==> config.mk <==
export PLATFORM = sky130hd
export DESIGN_NAME = acs_sequencer
export DESIGN_NICKNAME = d
export VERILOG_FILES = /design/src/rtl/acs_sequencer.v
export VERILOG_INCLUDE_DIRS = /design/src /design/src/rtl
export SDC_FILE = /design/constraint.sdc
export NUM_CORES = 1
export LEC_CHECK = 0
export BUFFER_PORTS_ARGS = -buffer_cell sky130_fd_sc_hd__buf_4
export CORE_MARGIN = 2
export CORE_UTILIZATION = 57
export DETAILED_ROUTE_END_ITERATION = 7
export GPL_TIMING_DRIVEN = 0
export PLACE_DENSITY = 0.82
export SLEW_MARGIN = 20
export SYNTH_ARGS = -nofsm -noshare
export SYNTH_HDL_FRONTEND = slang
export SYNTH_SLANG_ARGS = --single-unit
export TNS_END_PERCENT = 30
==> constraint.sdc <==
create_clock -name clk_i -period 4.15 [get_ports clk_i]
set_input_delay 0.415 -clock clk_i [delete_from_list [all_inputs] [get_ports clk_i]]
set_output_delay 0.415 -clock clk_i [all_outputs]
set_load 0.01 [all_outputs]
==> src/rtl/acs_defs.vh <==
// constants for the conversion sequencer: offsets, fields, timing
`ifndef ACS_DEFS_VH
`define ACS_DEFS_VH
// register byte offsets on the bus
`define ACS_OFS_SC1 5'h00
`define ACS_OFS_SC2 5'h04
`define ACS_OFS_CFG 5'h08
`define ACS_OFS_RH 5'h0c
`define ACS_OFS_RL 5'h10
`define ACS_OFS_CVH 5'h14
`define ACS_OFS_CVL 5'h18
// status_control_one_reg fields
`define ACS_SC1_FLAG 7
`define ACS_SC1_IEN 6
`define ACS_SC1_CONT 5
`define ACS_CHAN_OFF 5'h1f
`define ACS_SC1_CHAN_HI 4
`define ACS_SC1_CHAN_LO 0
// status_control_two_reg fields
`define ACS_SC2_ACT 7
`define ACS_SC2_TRG 6
`define ACS_SC2_CMPEN 5
`define ACS_SC2_CMPGT 4
// config_reg fields
`define ACS_CFG_LP 7
`define ACS_CFG_DIV_HI 6
`define ACS_CFG_DIV_LO 5
`define ACS_CFG_LSMP 4
`define ACS_CFG_MODE_HI 3
`define ACS_CFG_MODE_LO 2
`define ACS_CFG_CLK_HI 1
`define ACS_CFG_CLK_LO 0
`define ACS_MODE_10 2'h2
`define ACS_ICLK_BUS 2'h0
`define ACS_ICLK_HALF 2'h1
`define ACS_ICLK_ALT 2'h2
`define ACS_ICLK_ASYNC 2'h3
// phase lengths in conversion clock cycles
`define ACS_STARTUP_CYC 5'h03
`define ACS_SAMP_SHORT 5'h03
`define ACS_SAMP_LONG 5'h17
`define ACS_SAR_8 5'h0e
`define ACS_SAR_10 5'h11
// async clock start-up time and bus clock period
`define ACS_ASYNC_START_NS 5000
`define ACS_CLK_PERIOD_PS 4000
`endif

==> src/rtl/acs_sequencer.v <==
// conversion sequencer for a successive approximation converter
// Notes on behaviour
// software trigger: sc1 write starts unless channel off
// hardware trigger selected: trigger event starts conversion
// continuous mode restarts after each transfer
// completion transfers result, sets flag, gated irq
// 10-bit: high read blocks transfers until low read
// blocked: restart, unless single compare-false terminates
// software avoids reading results during single conversion
// sc1 write aborts, restarts if channel not off
// writes to sc2, config, compare values abort
// reset or stop entry without async clock aborts
// abort keeps results; reset clears them
// idle until started; async clock only when active
// sample, short or long, then approximate, then transfer
// first conversion: 20/23/40/43 conv clocks plus 5 bus
// async clock source may add 5 us start-up
// later continuous: 17/20/37/40 conv clocks
// exact continuous timing needs fast enough bus clock
// compare: add two's complement, ge or lt by select
// compare true stores difference; false stores nothing
// wait mode: conversions continue, trigger, flag, irq
// wait mode keeps bus, half and async clock sources
// converter disabled in reset and with channel off
// rising trigger edge; ignored while converting
// trigger synchronised and edge detected in bus domain
`timescale 1ns/1ps
`default_nettype none
`include "acs_defs.vh"
module acs_sequencer #(
   parameter ASYNC_DIV = 4 // bus cycles per async clock tick
) (
   input wire clk_i, // bus clock
   input wire rst_i, // synchronous reset, active high
   input wire cyc_i, // wishbone cycle
   input wire stb_i, // wishbone strobe
   input wire we_i, // wishbone write
   input wire [4:0] adr_i, // byte address
   input wire [3:0] sel_i, // byte selects
   input wire [31:0] dat_i, // write data
   output reg [31:0] dat_o, // read data
   output reg ack_o, // wishbone acknowledge
   input wire hw_trigger_input_i, // asynchronous trigger pin
   input wire alternate_clock_i, // alternate clock tick, same domain
   input wire stop_i, // system in stop mode, same domain
   input wire [9:0] sar_data_i, // approximation result from analog core
   output reg irq_o, // completion interrupt
   output reg active_o, // conversion in progress
   output reg sample_o, // input connected for sampling
   output reg async_en_o // async clock generator enabled
);
   // longest start-up wait, rounded down to whole bus cycles
   localparam integer ASYNC_START_CYC =
      (`ACS_ASYNC_START_NS * 1000) / `ACS_CLK_PERIOD_PS;
   // sequencer states
   localparam [2:0] ST_IDLE = 3'h0;
   localparam [2:0] ST_START = 3'h1;
   localparam [2:0] ST_SAMPLE = 3'h2;
   localparam [2:0] ST_SAR = 3'h3;
   localparam [2:0] ST_XFER = 3'h4;

   // offset match, used by both read and write decoding
   function hit;
      input [4:0] a;
      input [4:0] ofs;
      begin
         hit = (a == ofs);
      end
   endfunction

   // software registers
   reg flag_r; // conversion complete flag
   reg ien_r; // complete_irq_enable
   reg cont_r; // continuous_enable
   reg [4:0] chan_r; // channel_select_field
   reg trg_r; // trigger_select_bit
   reg cmpen_r; // compare_enable_bit
   reg cmpgt_r; // compare_greater_select
   reg [7:0] cfg_r; // config_reg
   reg [7:0] rh_r; // result_high_reg
   reg [7:0] rl_r; // result_low_reg
   reg [7:0] cvh_r; // compare_value_high
   reg [7:0] cvl_r; // compare_value_low
   reg block_r; // transfer blocking active
   // sequencer state
   reg [2:0] st_r;
   reg [4:0] cnt_r; // conversion clock count within phase
   reg [10:0] warm_r; // async start-up counter
   reg half_r; // bus clock halved
   reg [2:0] div_r; // conversion clock divider
   reg [15:0] atk_r; // async tick counter
   reg [2:0] trg_sync_r; // trigger synchroniser and edge history
   reg stop_d_r; // stop level delayed for entry detect

   // decoded fields
   wire [1:0] iclk = cfg_r[`ACS_CFG_CLK_HI:`ACS_CFG_CLK_LO];
   wire [1:0] divsel = cfg_r[`ACS_CFG_DIV_HI:`ACS_CFG_DIV_LO];
   wire lsmp = cfg_r[`ACS_CFG_LSMP];
   wire mode10 = (cfg_r[`ACS_CFG_MODE_HI:`ACS_CFG_MODE_LO] == `ACS_MODE_10);
   wire chan_off = (chan_r == `ACS_CHAN_OFF);

   // bus access strobes
   wire acc = cyc_i & stb_i & ~ack_o;
   wire wr = acc & we_i & sel_i[0];
   wire rd = acc & ~we_i;
   wire wr_sc1 = wr & hit(adr_i, `ACS_OFS_SC1);
   wire wr_mode = wr & (hit(adr_i, `ACS_OFS_SC2) | hit(adr_i, `ACS_OFS_CFG)
                 | hit(adr_i, `ACS_OFS_CVH) | hit(adr_i, `ACS_OFS_CVL));
   wire rd_rh = rd & hit(adr_i, `ACS_OFS_RH);
   wire rd_rl = rd & hit(adr_i, `ACS_OFS_RL);

   // trigger rising edge after two synchroniser stages
   wire trg_edge = trg_sync_r[1] & ~trg_sync_r[2];
   // stop entry with a synchronous conversion clock
   wire stop_abort = stop_i & ~stop_d_r & (iclk != `ACS_ICLK_ASYNC);

   // async clock runs only while converting from it
   wire async_on = (st_r != ST_IDLE) & (iclk == `ACS_ICLK_ASYNC);
   wire async_ready = (warm_r == 11'h000);
   wire async_tick = async_on & async_ready &
      (atk_r == ASYNC_DIV[15:0] - 16'h0001);

   // source tick before division
   reg src_tick;
   always @* begin
      case (iclk)
         `ACS_ICLK_BUS: src_tick = 1'b1;
         `ACS_ICLK_HALF: src_tick = half_r;
         `ACS_ICLK_ALT: src_tick = alternate_clock_i;
         default: src_tick = async_tick;
      endcase
   end
   // divide by 1, 2, 4 or 8
   wire [2:0] div_mask = (3'h1 << divsel) - 3'h1;
   wire conversion_clock = src_tick & ((div_r & div_mask) == div_mask);

   // sample length and approximation length
   wire [4:0] samp_len = lsmp ? `ACS_SAMP_LONG : `ACS_SAMP_SHORT;
   wire [4:0] sar_len = mode10 ? `ACS_SAR_10 : `ACS_SAR_8;

   // conversion result and compare arithmetic
   wire [9:0] res = mode10 ? sar_data_i : {2'h0, sar_data_i[9:2]};
   wire [9:0] cv = mode10 ? {cvh_r[1:0], cvl_r} : {2'h0, cvl_r};
   wire [10:0] diff = {1'b0, res} + {1'b0, ~cv} + 11'h001;
   wire ge = diff[10];
   wire cmp_ok = ~cmpen_r | (cmpgt_r ? ge : ~ge);
   wire [9:0] store = cmpen_r ? diff[9:0] : res;

   // hardware trigger start, only from idle
   wire hw_start = trg_r & trg_edge & ~chan_off & (st_r == ST_IDLE);

   // clock helpers: halved bus clock, divider, async generator
   always @(posedge clk_i) begin
      if (rst_i) begin
         half_r <= 1'b0;
         div_r <= 3'h0;
         atk_r <= 16'h0000;
         warm_r <= ASYNC_START_CYC[10:0];
      end else begin
         half_r <= ~half_r;
         // divider restarts with each start from idle
         if (st_r == ST_IDLE)
            div_r <= 3'h0;
         else if (src_tick)
            div_r <= div_r + 3'h1;
         // async generator warms up on every start from idle
         if (!async_on) begin
            warm_r <= ASYNC_START_CYC[10:0];
            atk_r <= 16'h0000;
         end else if (!async_ready) begin
            warm_r <= warm_r - 11'h001;
         end else if (async_tick) begin
            atk_r <= 16'h0000;
         end else begin
            atk_r <= atk_r + 16'h0001;
         end
      end
   end

   // trigger synchroniser and stop delay
   always @(posedge clk_i) begin
      if (rst_i) begin
         trg_sync_r <= 3'h0;
         stop_d_r <= 1'b0;
      end else begin
         trg_sync_r <= {trg_sync_r[1:0], hw_trigger_input_i};
         stop_d_r <= stop_i;
      end
   end

   // wishbone slave and register writes
   always @(posedge clk_i) begin
      if (rst_i) begin
         ack_o <= 1'b0;
         dat_o <= 32'h0000_0000;
         ien_r <= 1'b0;
         cont_r <= 1'b0;
         chan_r <= `ACS_CHAN_OFF;
         trg_r <= 1'b0;
         cmpen_r <= 1'b0;
         cmpgt_r <= 1'b0;
         cfg_r <= 8'h00;
         cvh_r <= 8'h00;
         cvl_r <= 8'h00;
      end else begin
         ack_o <= acc;
         // register read mux, unmapped offsets read zero
         if (rd) begin
            dat_o <= 32'h0000_0000;
            if (hit(adr_i, `ACS_OFS_SC1))
               dat_o[7:0] <= {flag_r, ien_r, cont_r, chan_r};
            if (hit(adr_i, `ACS_OFS_SC2))
               dat_o[7:0] <= {st_r != ST_IDLE, trg_r, cmpen_r, cmpgt_r, 4'h0};
            if (hit(adr_i, `ACS_OFS_CFG))
               dat_o[7:0] <= cfg_r;
            if (rd_rh)
               dat_o[7:0] <= rh_r;
            if (rd_rl)
               dat_o[7:0] <= rl_r;
            if (hit(adr_i, `ACS_OFS_CVH))
               dat_o[7:0] <= cvh_r;
            if (hit(adr_i, `ACS_OFS_CVL))
               dat_o[7:0] <= cvl_r;
         end
         // writes; flag bit of sc1 and active bit of sc2 are read-only
         if (wr_sc1) begin
            ien_r <= dat_i[`ACS_SC1_IEN];
            cont_r <= dat_i[`ACS_SC1_CONT];
            chan_r <= dat_i[`ACS_SC1_CHAN_HI:`ACS_SC1_CHAN_LO];
         end
         if (wr & hit(adr_i, `ACS_OFS_SC2)) begin
            trg_r <= dat_i[`ACS_SC2_TRG];
            cmpen_r <= dat_i[`ACS_SC2_CMPEN];
            cmpgt_r <= dat_i[`ACS_SC2_CMPGT];
         end
         if (wr & hit(adr_i, `ACS_OFS_CFG))
            cfg_r <= dat_i[7:0];
         if (wr & hit(adr_i, `ACS_OFS_CVH))
            cvh_r <= dat_i[7:0];
         if (wr & hit(adr_i, `ACS_OFS_CVL))
            cvl_r <= dat_i[7:0];
      end
   end

   // sequencer, result transfer and blocking
   always @(posedge clk_i) begin
      if (rst_i) begin
         st_r <= ST_IDLE;
         cnt_r <= 5'h00;
         flag_r <= 1'b0;
         block_r <= 1'b0;
         rh_r <= 8'h00;
         rl_r <= 8'h00;
      end else begin
         // low read releases blocking and clears the flag
         if (rd_rl) begin
            block_r <= 1'b0;
            flag_r <= 1'b0;
         end
         // high read in 10-bit mode blocks transfers
         if (rd_rh & mode10)
            block_r <= 1'b1;
         if (wr_sc1)
            flag_r <= 1'b0;
         if (wr_sc1) begin
            // abort, then software start if channel enabled
            cnt_r <= 5'h00;
            if (dat_i[`ACS_SC1_CHAN_HI:`ACS_SC1_CHAN_LO] != `ACS_CHAN_OFF && !trg_r)
               st_r <= ST_START;
            else
               st_r <= ST_IDLE;
         end else if (wr_mode || stop_abort) begin
            // mode change or stop entry abort; results kept
            st_r <= ST_IDLE;
            cnt_r <= 5'h00;
         end else begin
            case (st_r)
               ST_IDLE: begin
                  cnt_r <= 5'h00;
                  if (hw_start)
                     st_r <= ST_START;
               end
               ST_START: begin
                  // start-up of a single or first conversion
                  if (conversion_clock) begin
                     if (cnt_r == `ACS_STARTUP_CYC - 5'h01) begin
                        cnt_r <= 5'h00;
                        st_r <= ST_SAMPLE;
                     end else begin
                        cnt_r <= cnt_r + 5'h01;
                     end
                  end
               end
               ST_SAMPLE: begin
                  if (conversion_clock) begin
                     if (cnt_r == samp_len - 5'h01) begin
                        cnt_r <= 5'h00;
                        st_r <= ST_SAR;
                     end else begin
                        cnt_r <= cnt_r + 5'h01;
                     end
                  end
               end
               ST_SAR: begin
                  if (conversion_clock) begin
                     if (cnt_r == sar_len - 5'h01) begin
                        cnt_r <= 5'h00;
                        st_r <= ST_XFER;
                     end else begin
                        cnt_r <= cnt_r + 5'h01;
                     end
                  end
               end
               ST_XFER: begin
                  cnt_r <= 5'h00;
                  if (!cmp_ok) begin
                     // compare false: nothing stored, no flag
                     st_r <= cont_r ? ST_SAMPLE : ST_IDLE;
                  end else if (block_r && !rd_rl) begin
                     // blocked: result lost, convert again
                     st_r <= ST_SAMPLE;
                  end else begin
                     rh_r <= mode10 ? {6'h00, store[9:8]} : 8'h00;
                     rl_r <= store[7:0];
                     flag_r <= 1'b1;
                     st_r <= cont_r ? ST_SAMPLE : ST_IDLE;
                  end
               end
               default: st_r <= ST_IDLE;
            endcase
         end
      end
   end

   // registered outputs
   always @(posedge clk_i) begin
      if (rst_i) begin
         irq_o <= 1'b0;
         active_o <= 1'b0;
         sample_o <= 1'b0;
         async_en_o <= 1'b0;
      end else begin
         irq_o <= flag_r & ien_r;
         active_o <= (st_r != ST_IDLE);
         sample_o <= (st_r == ST_SAMPLE);
         async_en_o <= async_on;
      end
   end
endmodule // acs_sequencer
`default_nettype wire

Word-level counts from Yosys, hierarchy flattened --
Index checks and enable logic that the tools add are counted.
Storage, ports and cells: register bits 108, input bits 59, output and inout port bits 37, logic and storage cells 177
Cells by class: add/sub/neg operators 9, equal/unequal tests 32, shifts and indexed selects 1, muxes and demuxes 46, bitwise logic cells 43, reduce and logical (&&, ||, !) cells 19
Operator list (number):
- 8-bit two-way mux | 7
- 5-bit two-way mux | 8
- 10-bit two-way mux | 3
- 3-bit two-way mux | 9
- 1-bit AND | 25
- 4-bit != test (second input constant) | 6
- 5-bit == test (second input constant) | 4
- 5-bit case mux with 4 select lines | 1
- 16-bit by 1-bit adder with 16-bit output (second input constant) | 1
- 16-bit by 2-bit == test with 1-bit output (second input constant) | 1
- 16-bit two-way mux | 1
- 3-bit case mux with 5 select lines | 1
- 1-bit inverter | 12
- 10-bit by 10-bit adder with 11-bit output | 1
- 11-bit by 1-bit adder with 11-bit output (second input constant) | 1
- 11-bit logical NOT | 1
- 1-bit two-way mux | 11
- 11-bit by 1-bit subtractor with 11-bit output (second input constant) | 1
- 5-bit by 4-bit == test with 1-bit output (second input constant) | 2
- 5-bit == test | 2
- 10-bit inverter | 1
- 5-bit by 1-bit subtractor with 5-bit output (second input constant) | 2
- 2-bit two-way mux | 4
- 2-bit != test (second input constant) | 4
- 31 further kinds | 41

Logic depth before layout (Yosys ltp) --
Gate-level depths: netlist (run 1).
depth in word-level cells 12, mapped depth 13, depth with buffers taken out 11

Worst setup path before layout (run 1) --
No wires, ideal clock.
path type register to register, start reg cfg_r[3], end reg rh_r[0], library setup time 0.087 ns, data arrival time 3.435 ns, data required time 4.063 ns, slack 0.628 ns, stages on the path, launching flop included 14, path buffers 2, period minus slack after synthesis 3.522 ns, path through dfxtp_1 > nor2b_1 > clkbuf_1 > clkbuf_1 > mux2i_1 > ha_1 > inv_1 > fa_1 > a211oi_1 > nor4_1 > o21ba_2 > a2111oi_2 > nand2_1 > o31ai_1
On the way: cells in the longest elaborated chain, start to end 9, elaborated cells on any way between the ends 12, those cells by class add/sub: 2; eq/ne: 1; mux: 5; bitwise: 3; reduce/logical: 1
Ends and longest elaborated chain:
- start, declared | RTL line acs_sequencer.v:79 | reg [7:0] cfg_r;
- start signal, assigned | RTL line acs_sequencer.v:237 | cfg_r <= dat_i[7:0];
- 2-bit == test (no source line) *
- 10-bit two-way mux | RTL line acs_sequencer.v:143 | wire [9:0] cv = mode10 ? {cvh_r[1:0], cvl_r} : {2'h0, cvl_r};
- 10-bit inverter | RTL line acs_sequencer.v:144 | wire [10:0] diff = {1'b0, res} + {1'b0, ~cv} + 11'h001;
- 10-bit by 10-bit adder with 11-bit output | RTL line acs_sequencer.v:144
- 11-bit by 1-bit adder with 11-bit output | RTL line acs_sequencer.v:144
- 1-bit inverter | RTL line acs_sequencer.v:146 | wire cmp_ok = ~cmpen_r | (cmpgt_r ? ge : ~ge);
- 1-bit two-way mux | RTL line acs_sequencer.v:146
- 1-bit bitwise OR | RTL line acs_sequencer.v:146
- 5-bit AND reduction (no source line)
- end signal, assigned | RTL line acs_sequencer.v:323 | rh_r <= mode10 ? {6'h00, store[9:8]} : 8'h00;
- end, declared | RTL line acs_sequencer.v:80 | reg [7:0] rh_r;
Mark *: on every way between the ends. The rest lies on a longest branch, timed or not. A chain may end at the register's enable or synchronous reset.

Worst setup path after layout (run 1) --
Same ends and word-level chain as after synthesis.

==> metrics.md, run 1 <==
| Metric | Value |
|---|---|
| Setup Skew | 0.00862 ns |
| Peak supply drop | 0.244 mV |
| Final min period | 3.89 ns |
| CTS H-tree depth | 3 |
| Sw Share | 27.3% |
| CTS Hold Bufs | 0 |
| Gate Count Post-Synth | 680 |
| Post-layout util | 66.5% |
| EDFF count, synth | 0 |
| Final hold vios | 0 |
| Area growth syn-to-layout | 14.0% |
| Vias in the first global route | 5006 |
| CTS tree | done |
| WS Path Type | reg2reg |
| Layout cells sized above 1 | 14.8% |
| Slowest cell on crit path | fa_1 |
| Critical path buffers and inverters | 4 |
| Antenna cells | 0 |
| Combinational group share of total power | 10.8% |
| Die width | 104 um |
| # fillers | 819 |
| Final nets | 835 |
| Clock tree buffer depth | 2 |
| Avg Synthesized Cell Area | 8.30 um^2 |
| Post-route ant nets | 0 |
| Final GP Congestion | 0.897 |
| Grt total ovfl | 0 |
| Slowest cell delay on critical path | 0.43 ns |
| Pre-antenna DRT Iters | 5 |
| Slew Viols, Final | 0 |
| Outcome | finished, final reports clean |
| Hold Crit Class | in2reg |
| Largest net degree at the start of global routing | 19 |
| Synth Flop Type | dfxtp_1 |
| Post-synth top area cell | dfxtp_1 |
| FFs w/ async S/R, synth | 0% |
| Most used cell, CP | clkbuf_2 |
| Initial DRC Count | 430 |
| DPL Wire Length | 10800 um |
| Drt wl/cell | 15.9 um |
| Synth area leaders | dfxtp_1 36%, nor2_1 5.6%, mux2i_1 4.8%, nand2_1 4.2%, a21oi_1 3.6% |
| Power share of the sequential group | 55.8% |
| Power Density | 276 nW/um^2 |
| Setup ws final | 0.260 ns |
| Wirelength, routed | 14300 um |
| Worst path top cell family by delay | compound AO/OA/AOI/OAI gates |
| Most frequent cell after synthesis | dfxtp_1 |
| Synth top area share | 36.2% |
| Worst skew pair latency | 0.38 ns |
| Synth Register Bits | 102 |
| Endpoints failing setup | 0 |
| RSZ-0062 raised after global routing | false |
| Total track usage | 27.1% |
| Initial Util | 58.3% |
| Core Region | 9680 um^2 |
| Fmax | 0.257 GHz |
| Final period utilization | 93.7% |
| Pleak | 2.44 nW |
| Initial antenna violation count | 0 |
| Internal power | 1.29 mW |
| Min Hold Slack | 0.245 ns |
| Critical Path Source Type | register |
| Die area | 10700 um^2 |
| Clock Tree Root | clkbuf_8 |
| Mapped Area | 5650 um^2 |
| Worst EP arrival | 4.19 ns |
| Synth unique cells | 75 |
| First-pass GRT wire length | 23900 um |
| Clock network fraction of design power | 33.4% |
| Max_slew headroom | 40.4% |
| Post-route setup TNS | 0 ns |
| Worst EP required | 4.45 ns |
| TritonCTS buffer count | 9 |
| Vias | 5248 |
| DRC Markers | 0 |
| Worst setup EP type | register |
| Sequential share of the synthesized area | 36.2% |
| Most frequent cells after synthesis | 102 x dfxtp_1, 84 x nor2_1, 63 x nand2_1, 41 x a21oi_1 |
| Die height | 104 um |
| Clk pin slew, worst setup/hold paths | 0.11 ns |
| Yosys warns | 0 |
| Actual slew at the worst max-slew pin | 0.886 ns |
| Clock sinks | 102 |
| I/O Buffers | 44 |
| CP cell instances | nor2b_1 > clkbuf_2 > clkbuf_2 > mux2i_1 > ha_1 > inv_1 > fa_1 > a211oi_1 > nor4_1 > o21ba_2 > a2111oi_4 > buf_4 > nand2_1 > o31ai_1 |
| # rows | 36 |
| Max Fanout on Critical Path | 10 |
| Pre-CTS setup slack | -0.425 ns |
| I/O pins | 96 |
| Drt via density | 5.85 |
| Psw | 485 uW |
| Max_cap viols | 0 |
[cell families (layout without fill, tap and decap cells)]
group,count (synthesis),after routing,synth area share (%)
simple gates,282,282,25.4
compound gates,143,143,17.3
flops,102,102,36.2
buf+inv,74,135,6.69
mux,37,37,6.78
xor+xnor,24,24,3.72
fa+ha+maj,17,17,3.90
other cells,1,24,0.0664
[final timing paths]
kind                                      end  cells past startpoint                from  slack, ns
worst max-delay path                  rh_r[0]                     14            cfg_r[3]       0.26
worst min-delay path            trg_sync_r[0]                      2  hw_trigger_input_i       0.25
worst max register to register        rh_r[0]                     14            cfg_r[3]       0.26
worst min register to register         half_r                      1              half_r       0.42
[registers in the layout (all words and copies together) (netlist names), 2 cells and up]
name,count
cfg_r,8
st_r,3
cnt_r,5
div_r,3
cvh_r,8
warm_r,11
chan_r,5
atk_r,16
trg_sync_r,3
cvl_r,8
dat_o,8
rh_r,2
rl_r,8
[cell usage in the layout, fill, tap and decap left out, types with 4 or more instances in the layout]
| cell | instances |
|---|---|
| buf_4 | 69 |
| o22ai_1 | 5 |
| nor2b_1 | 20 |
| nor3_1 | 16 |
| ha_1 | 16 |
| clkbuf_1 | 21 |
| mux2i_1 | 27 |
| and2_1 | 5 |
| dfxtp_1 | 102 |
| nand2_1 | 63 |
| xor2_1 | 13 |
| mux2_2 | 9 |
| clkinvlp_4 | 4 |
| o21ai_0 | 27 |
| a21oi_1 | 41 |
| nand3_1 | 26 |
| a211o_1 | 8 |
| nand2b_1 | 12 |
| a221oi_1 | 6 |
| and3_1 | 11 |
| nor3b_1 | 5 |
| a311oi_1 | 8 |
| xnor2_1 | 11 |
| nor4_1 | 7 |
| clkbuf_8 | 9 |
| conb_1 | 24 |
| inv_1 | 21 |
| nor2_1 | 83 |
| nand4_1 | 6 |
[power by group through the flow]
stage / registers [mW] / clock network [mW] / logic [mW]
after floorplan: 1.01 / 0 / 0.119
after global placement: 1.01 / 0 / 0.182
after detailed placement: 1.01 / 0 / 0.187
after CTS: 0.991 / 0.597 / 0.188
after global routing: 0.993 / 0.640 / 0.210
final: 0.992 / 0.595 / 0.192
[through the flow]
step	instance area [um^2]	total power [mW]	instances
finish	6440	1.78	897
global route	6440	1.84	897
CTS	6430	1.78	896
detailed placement	6230	1.20	880
global placement	6230	1.20	880
floorplan	5730	1.13	703
[routing by layer]
metal  global-route usage (%)  vias up  routed length (um)
li1                         -     2550                   -
met1                     33.3     2422                5790
met2                     46.9      231                7020
met3                     4.53       45                 969
met4                     11.5        0                 486
met5                        0        -                   0
[layout make-up]
class,count,area (um^2),area share (%)
Tap cell,133,166,2.59
Clock inverter,7,58.8,0.914
Multi-Input combinational cell,527,3330,51.7
Buffer,52,298,4.63
Clock buffer,9,124,1.92
Sequential cell,102,2040,31.7
Inverter,22,82.6,1.28
Timing Repair Buffer,45,338,5.25
[repair_timing]
action                                  CTS  global route
resized for setup                         2             3
pin swaps                                 0             1
gates cloned                              0             0
endpoints found under the setup margin   11            12
buffers inserted                          0             1
(Power assumes the default switching activity.)
==> inputs of run 2 (changes only) <==
- PLACE_DENSITY: 0.82 -> 0.81
==> metrics.md, run 2 (synthesis results as in run 1) <==
| Metric | Value |
|---|---|
| I/O Buffers | 44 (unchanged) |
| Clock tree buffer depth | 2 (unchanged) |
| CTS tree | done |
| Slew Viols, Final | 0 (unchanged) |
| Final GP Congestion | 0.917 (+2.2%) |
| Die area | 10700 um^2 (unchanged) |
| Worst EP required | 4.39 ns (-0.06 ns) |
| Initial antenna violation count | 0 (unchanged) |
| WS Path Type | reg2reg |
| Area growth syn-to-layout | 14.2% |
| Fin area | 6450 um^2 (+0.16%) |
| Clock sinks | 102 (unchanged) |
| Drt via density | 5.86 (+0.19%) |
| Worst skew pair latency | 0.39 ns (about the same) |
| Max Fanout on Critical Path | 10 (unchanged) |
| Post-layout util | 66.6% (+0.10 points) |
| Power Density | 283 nW/um^2 (+2.4%) |
| Internal power | 1.35 mW (+4.4%) |
| Antenna cells | 0 (unchanged) |
| Clk pin slew, worst setup/hold paths | 0.09 ns (-0.02 ns) |
| Hold Crit Class | in2reg |
| Layout cells sized above 1 | 14.5% (-0.24 points) |
| Grt total ovfl | 0 (unchanged) |
| TritonCTS buffer count | 9 (unchanged) |
| Actual slew at the worst max-slew pin | 0.849 ns (-0.0372 ns) |
| Worst path top cell family by delay | compound AO/OA/AOI/OAI gates |
| Total track usage | 26.5% (-0.61 points) |
| Worst setup EP type | register |
| First-pass GRT wire length | 23100 um (-3.2%) |
| I/O pins | 96 (unchanged) |
| Pleak | 2.44 nW (+0.14%) |
| Most frequent cells in the layout | 102 x dfxtp_1, 84 x nor2_1, 68 x buf_4 |
| Combinational group share of total power | 10.6% (-0.2 points) |
| Die width | 104 um (unchanged) |
| Final hold vios | 0 (unchanged) |
| Max_cap viols | 0 (unchanged) |
| Reg with most FFs | atk_r |
| Slowest cell on crit path | fa_1 |
| Worst EP arrival | 4.18 ns (about the same) |
| Slowest cell delay on critical path | 0.43 ns (about the same) |
| Initial DRC Count | 302 (-30%) |
| Top Layer Used | met4 |
| Power share of the sequential group | 54.4% (-1.4 points) |
| Post-Place Cells | 880 (unchanged) |
| Met2 Wirelength | 7060 um (+0.58%) |
| Pre-antenna DRT Iters | 5 (unchanged) |
| M1 WL | 6020 um (+4.1%) |
| Psw | 474 uW (-2.3%) |
| Peak supply drop | 0.239 mV (-2.1%) |
| Top flop regs | atk_r (16), warm_r (11) |
| Post-route setup TNS | 0 ns (unchanged) |
| Max_slew headroom | 43.2% (+2.8 points) |
| # rows | 36 (unchanged) |
| Vias in the first global route | 4889 (-2.3%) |
| Final period utilization | 94.8% (+1.1 points) |
| Final std cells w/o fill | 896 (-0.11%) |
| DPL Wire Length | 10900 um (+0.52%) |
| CP cell instances | nor2b_1 > clkbuf_2 > clkbuf_2 > mux2i_1 > ha_1 > inv_1 > fa_1 > a211oi_2 > nor4_1 > o21ba_2 > a2111o_1 > nor2_1 > a311oi_1 |
| Critical path buffers and inverters | 3 (-1) |
| R2R Setup Slk | 0.21 ns (-0.04 ns) |
| Core Region | 9680 um^2 (unchanged) |
| Wirelength, routed | 14400 um (+1.1%) |
| CTS H-tree depth | 3 (unchanged) |
| Area post-placement | 6230 um^2 (unchanged) |
| Sw Share | 26.0% (-1.3 points) |
| Setup Skew | 0.0109 ns (+0.00231 ns) |
| Largest net degree at the start of global routing | 18 (-1) |
| Critical Path Source Type | register |
| Initial Util | 58.3% (unchanged) |
| Clock network fraction of design power | 35.0% (+1.6 points) |
| DRC Markers | 0 (unchanged) |
| Max FFs per register | 16 (unchanged) |
| Drt wl/cell | 16.1 um (+1.2%) |
| Post-route ant nets | 0 (unchanged) |
| Outcome | finished, final reports clean |
| Clock Tree Root | clkbuf_8 |
| Met3 WL | 806 um (-17%) |
| Commonest non-fill, non-tap cell in the layout | dfxtp_1 |
| Endpoints failing setup | 0 (unchanged) |
| Final nets | 834 (-0.12%) |
| Vias | 5252 (+0.076%) |
| Most used cell, CP | clkbuf_2 |
| Final min period | 3.94 ns (+0.0446 ns) |
| Die height | 104 um (unchanged) |
| RSZ-0062 raised after global routing | false |
| Fmax | 0.254 GHz (-1.1%) |
## run 2: metrics by stage
step / setup slack, ns / hold slack (ns) / power (mW)
global placement: -0.229 / 0.402 / 1.20
global route: 0.144 / 0.251 / 1.88
floorplan: 0.628 / 0.394 / 1.13
detailed placement: -0.337 / 0.408 / 1.20
CTS: 0.0198 / 0.237 / 1.83
finish: 0.215 / 0.250 / 1.82
## run 2: final cells by class
| type | instances | area (um^2) |
|---|---|---|
| repair buffers | 44 | 330 |
| multi-input cells | 527 | 3330 |
| clock buffers | 10 | 128 |
| fillers | 819 | 3240 |
| flip-flops and latches | 102 | 2040 |
| well taps | 133 | 166 |
| inverters | 22 | 82.6 |
| clock inverters | 6 | 70.1 |
| plain buffers | 52 | 298 |
## run 2: routing by layer
metal	vias up	GRT usage [%]
met5	-	0
met4	0	13.7
met3	40	4.85
met2	187	45.3
met1	2482	31.7
li1	2543	-
## run 2: repair_timing
action | in CTS | in global routing
hold buffers | 0 | 0
resized for setup | 2 | 3
setup endpoints to repair | 11 | 10
endpoints found under the hold margin | 0 | 0
setup buffers | 0 | 0
## run 2: power by group through the flow
stage                     sequential, mW  clock [mW]  combinational, mW
after CTS                          0.992       0.645              0.189
after floorplan                     1.01           0              0.119
after global placement              1.01           0              0.182
after detailed placement            1.01           0              0.188
final                              0.992       0.639              0.193
after global routing               0.993       0.680              0.210
## run 2: worst paths after layout
check                          start            end  cells after the start
hold / removal    hw_trigger_input_i  trg_sync_r[0]                      2
setup reg to reg            cfg_r[3]        rl_r[3]                     13
hold reg to reg               half_r         half_r                      1
setup / recovery            cfg_r[3]        rl_r[3]                     13
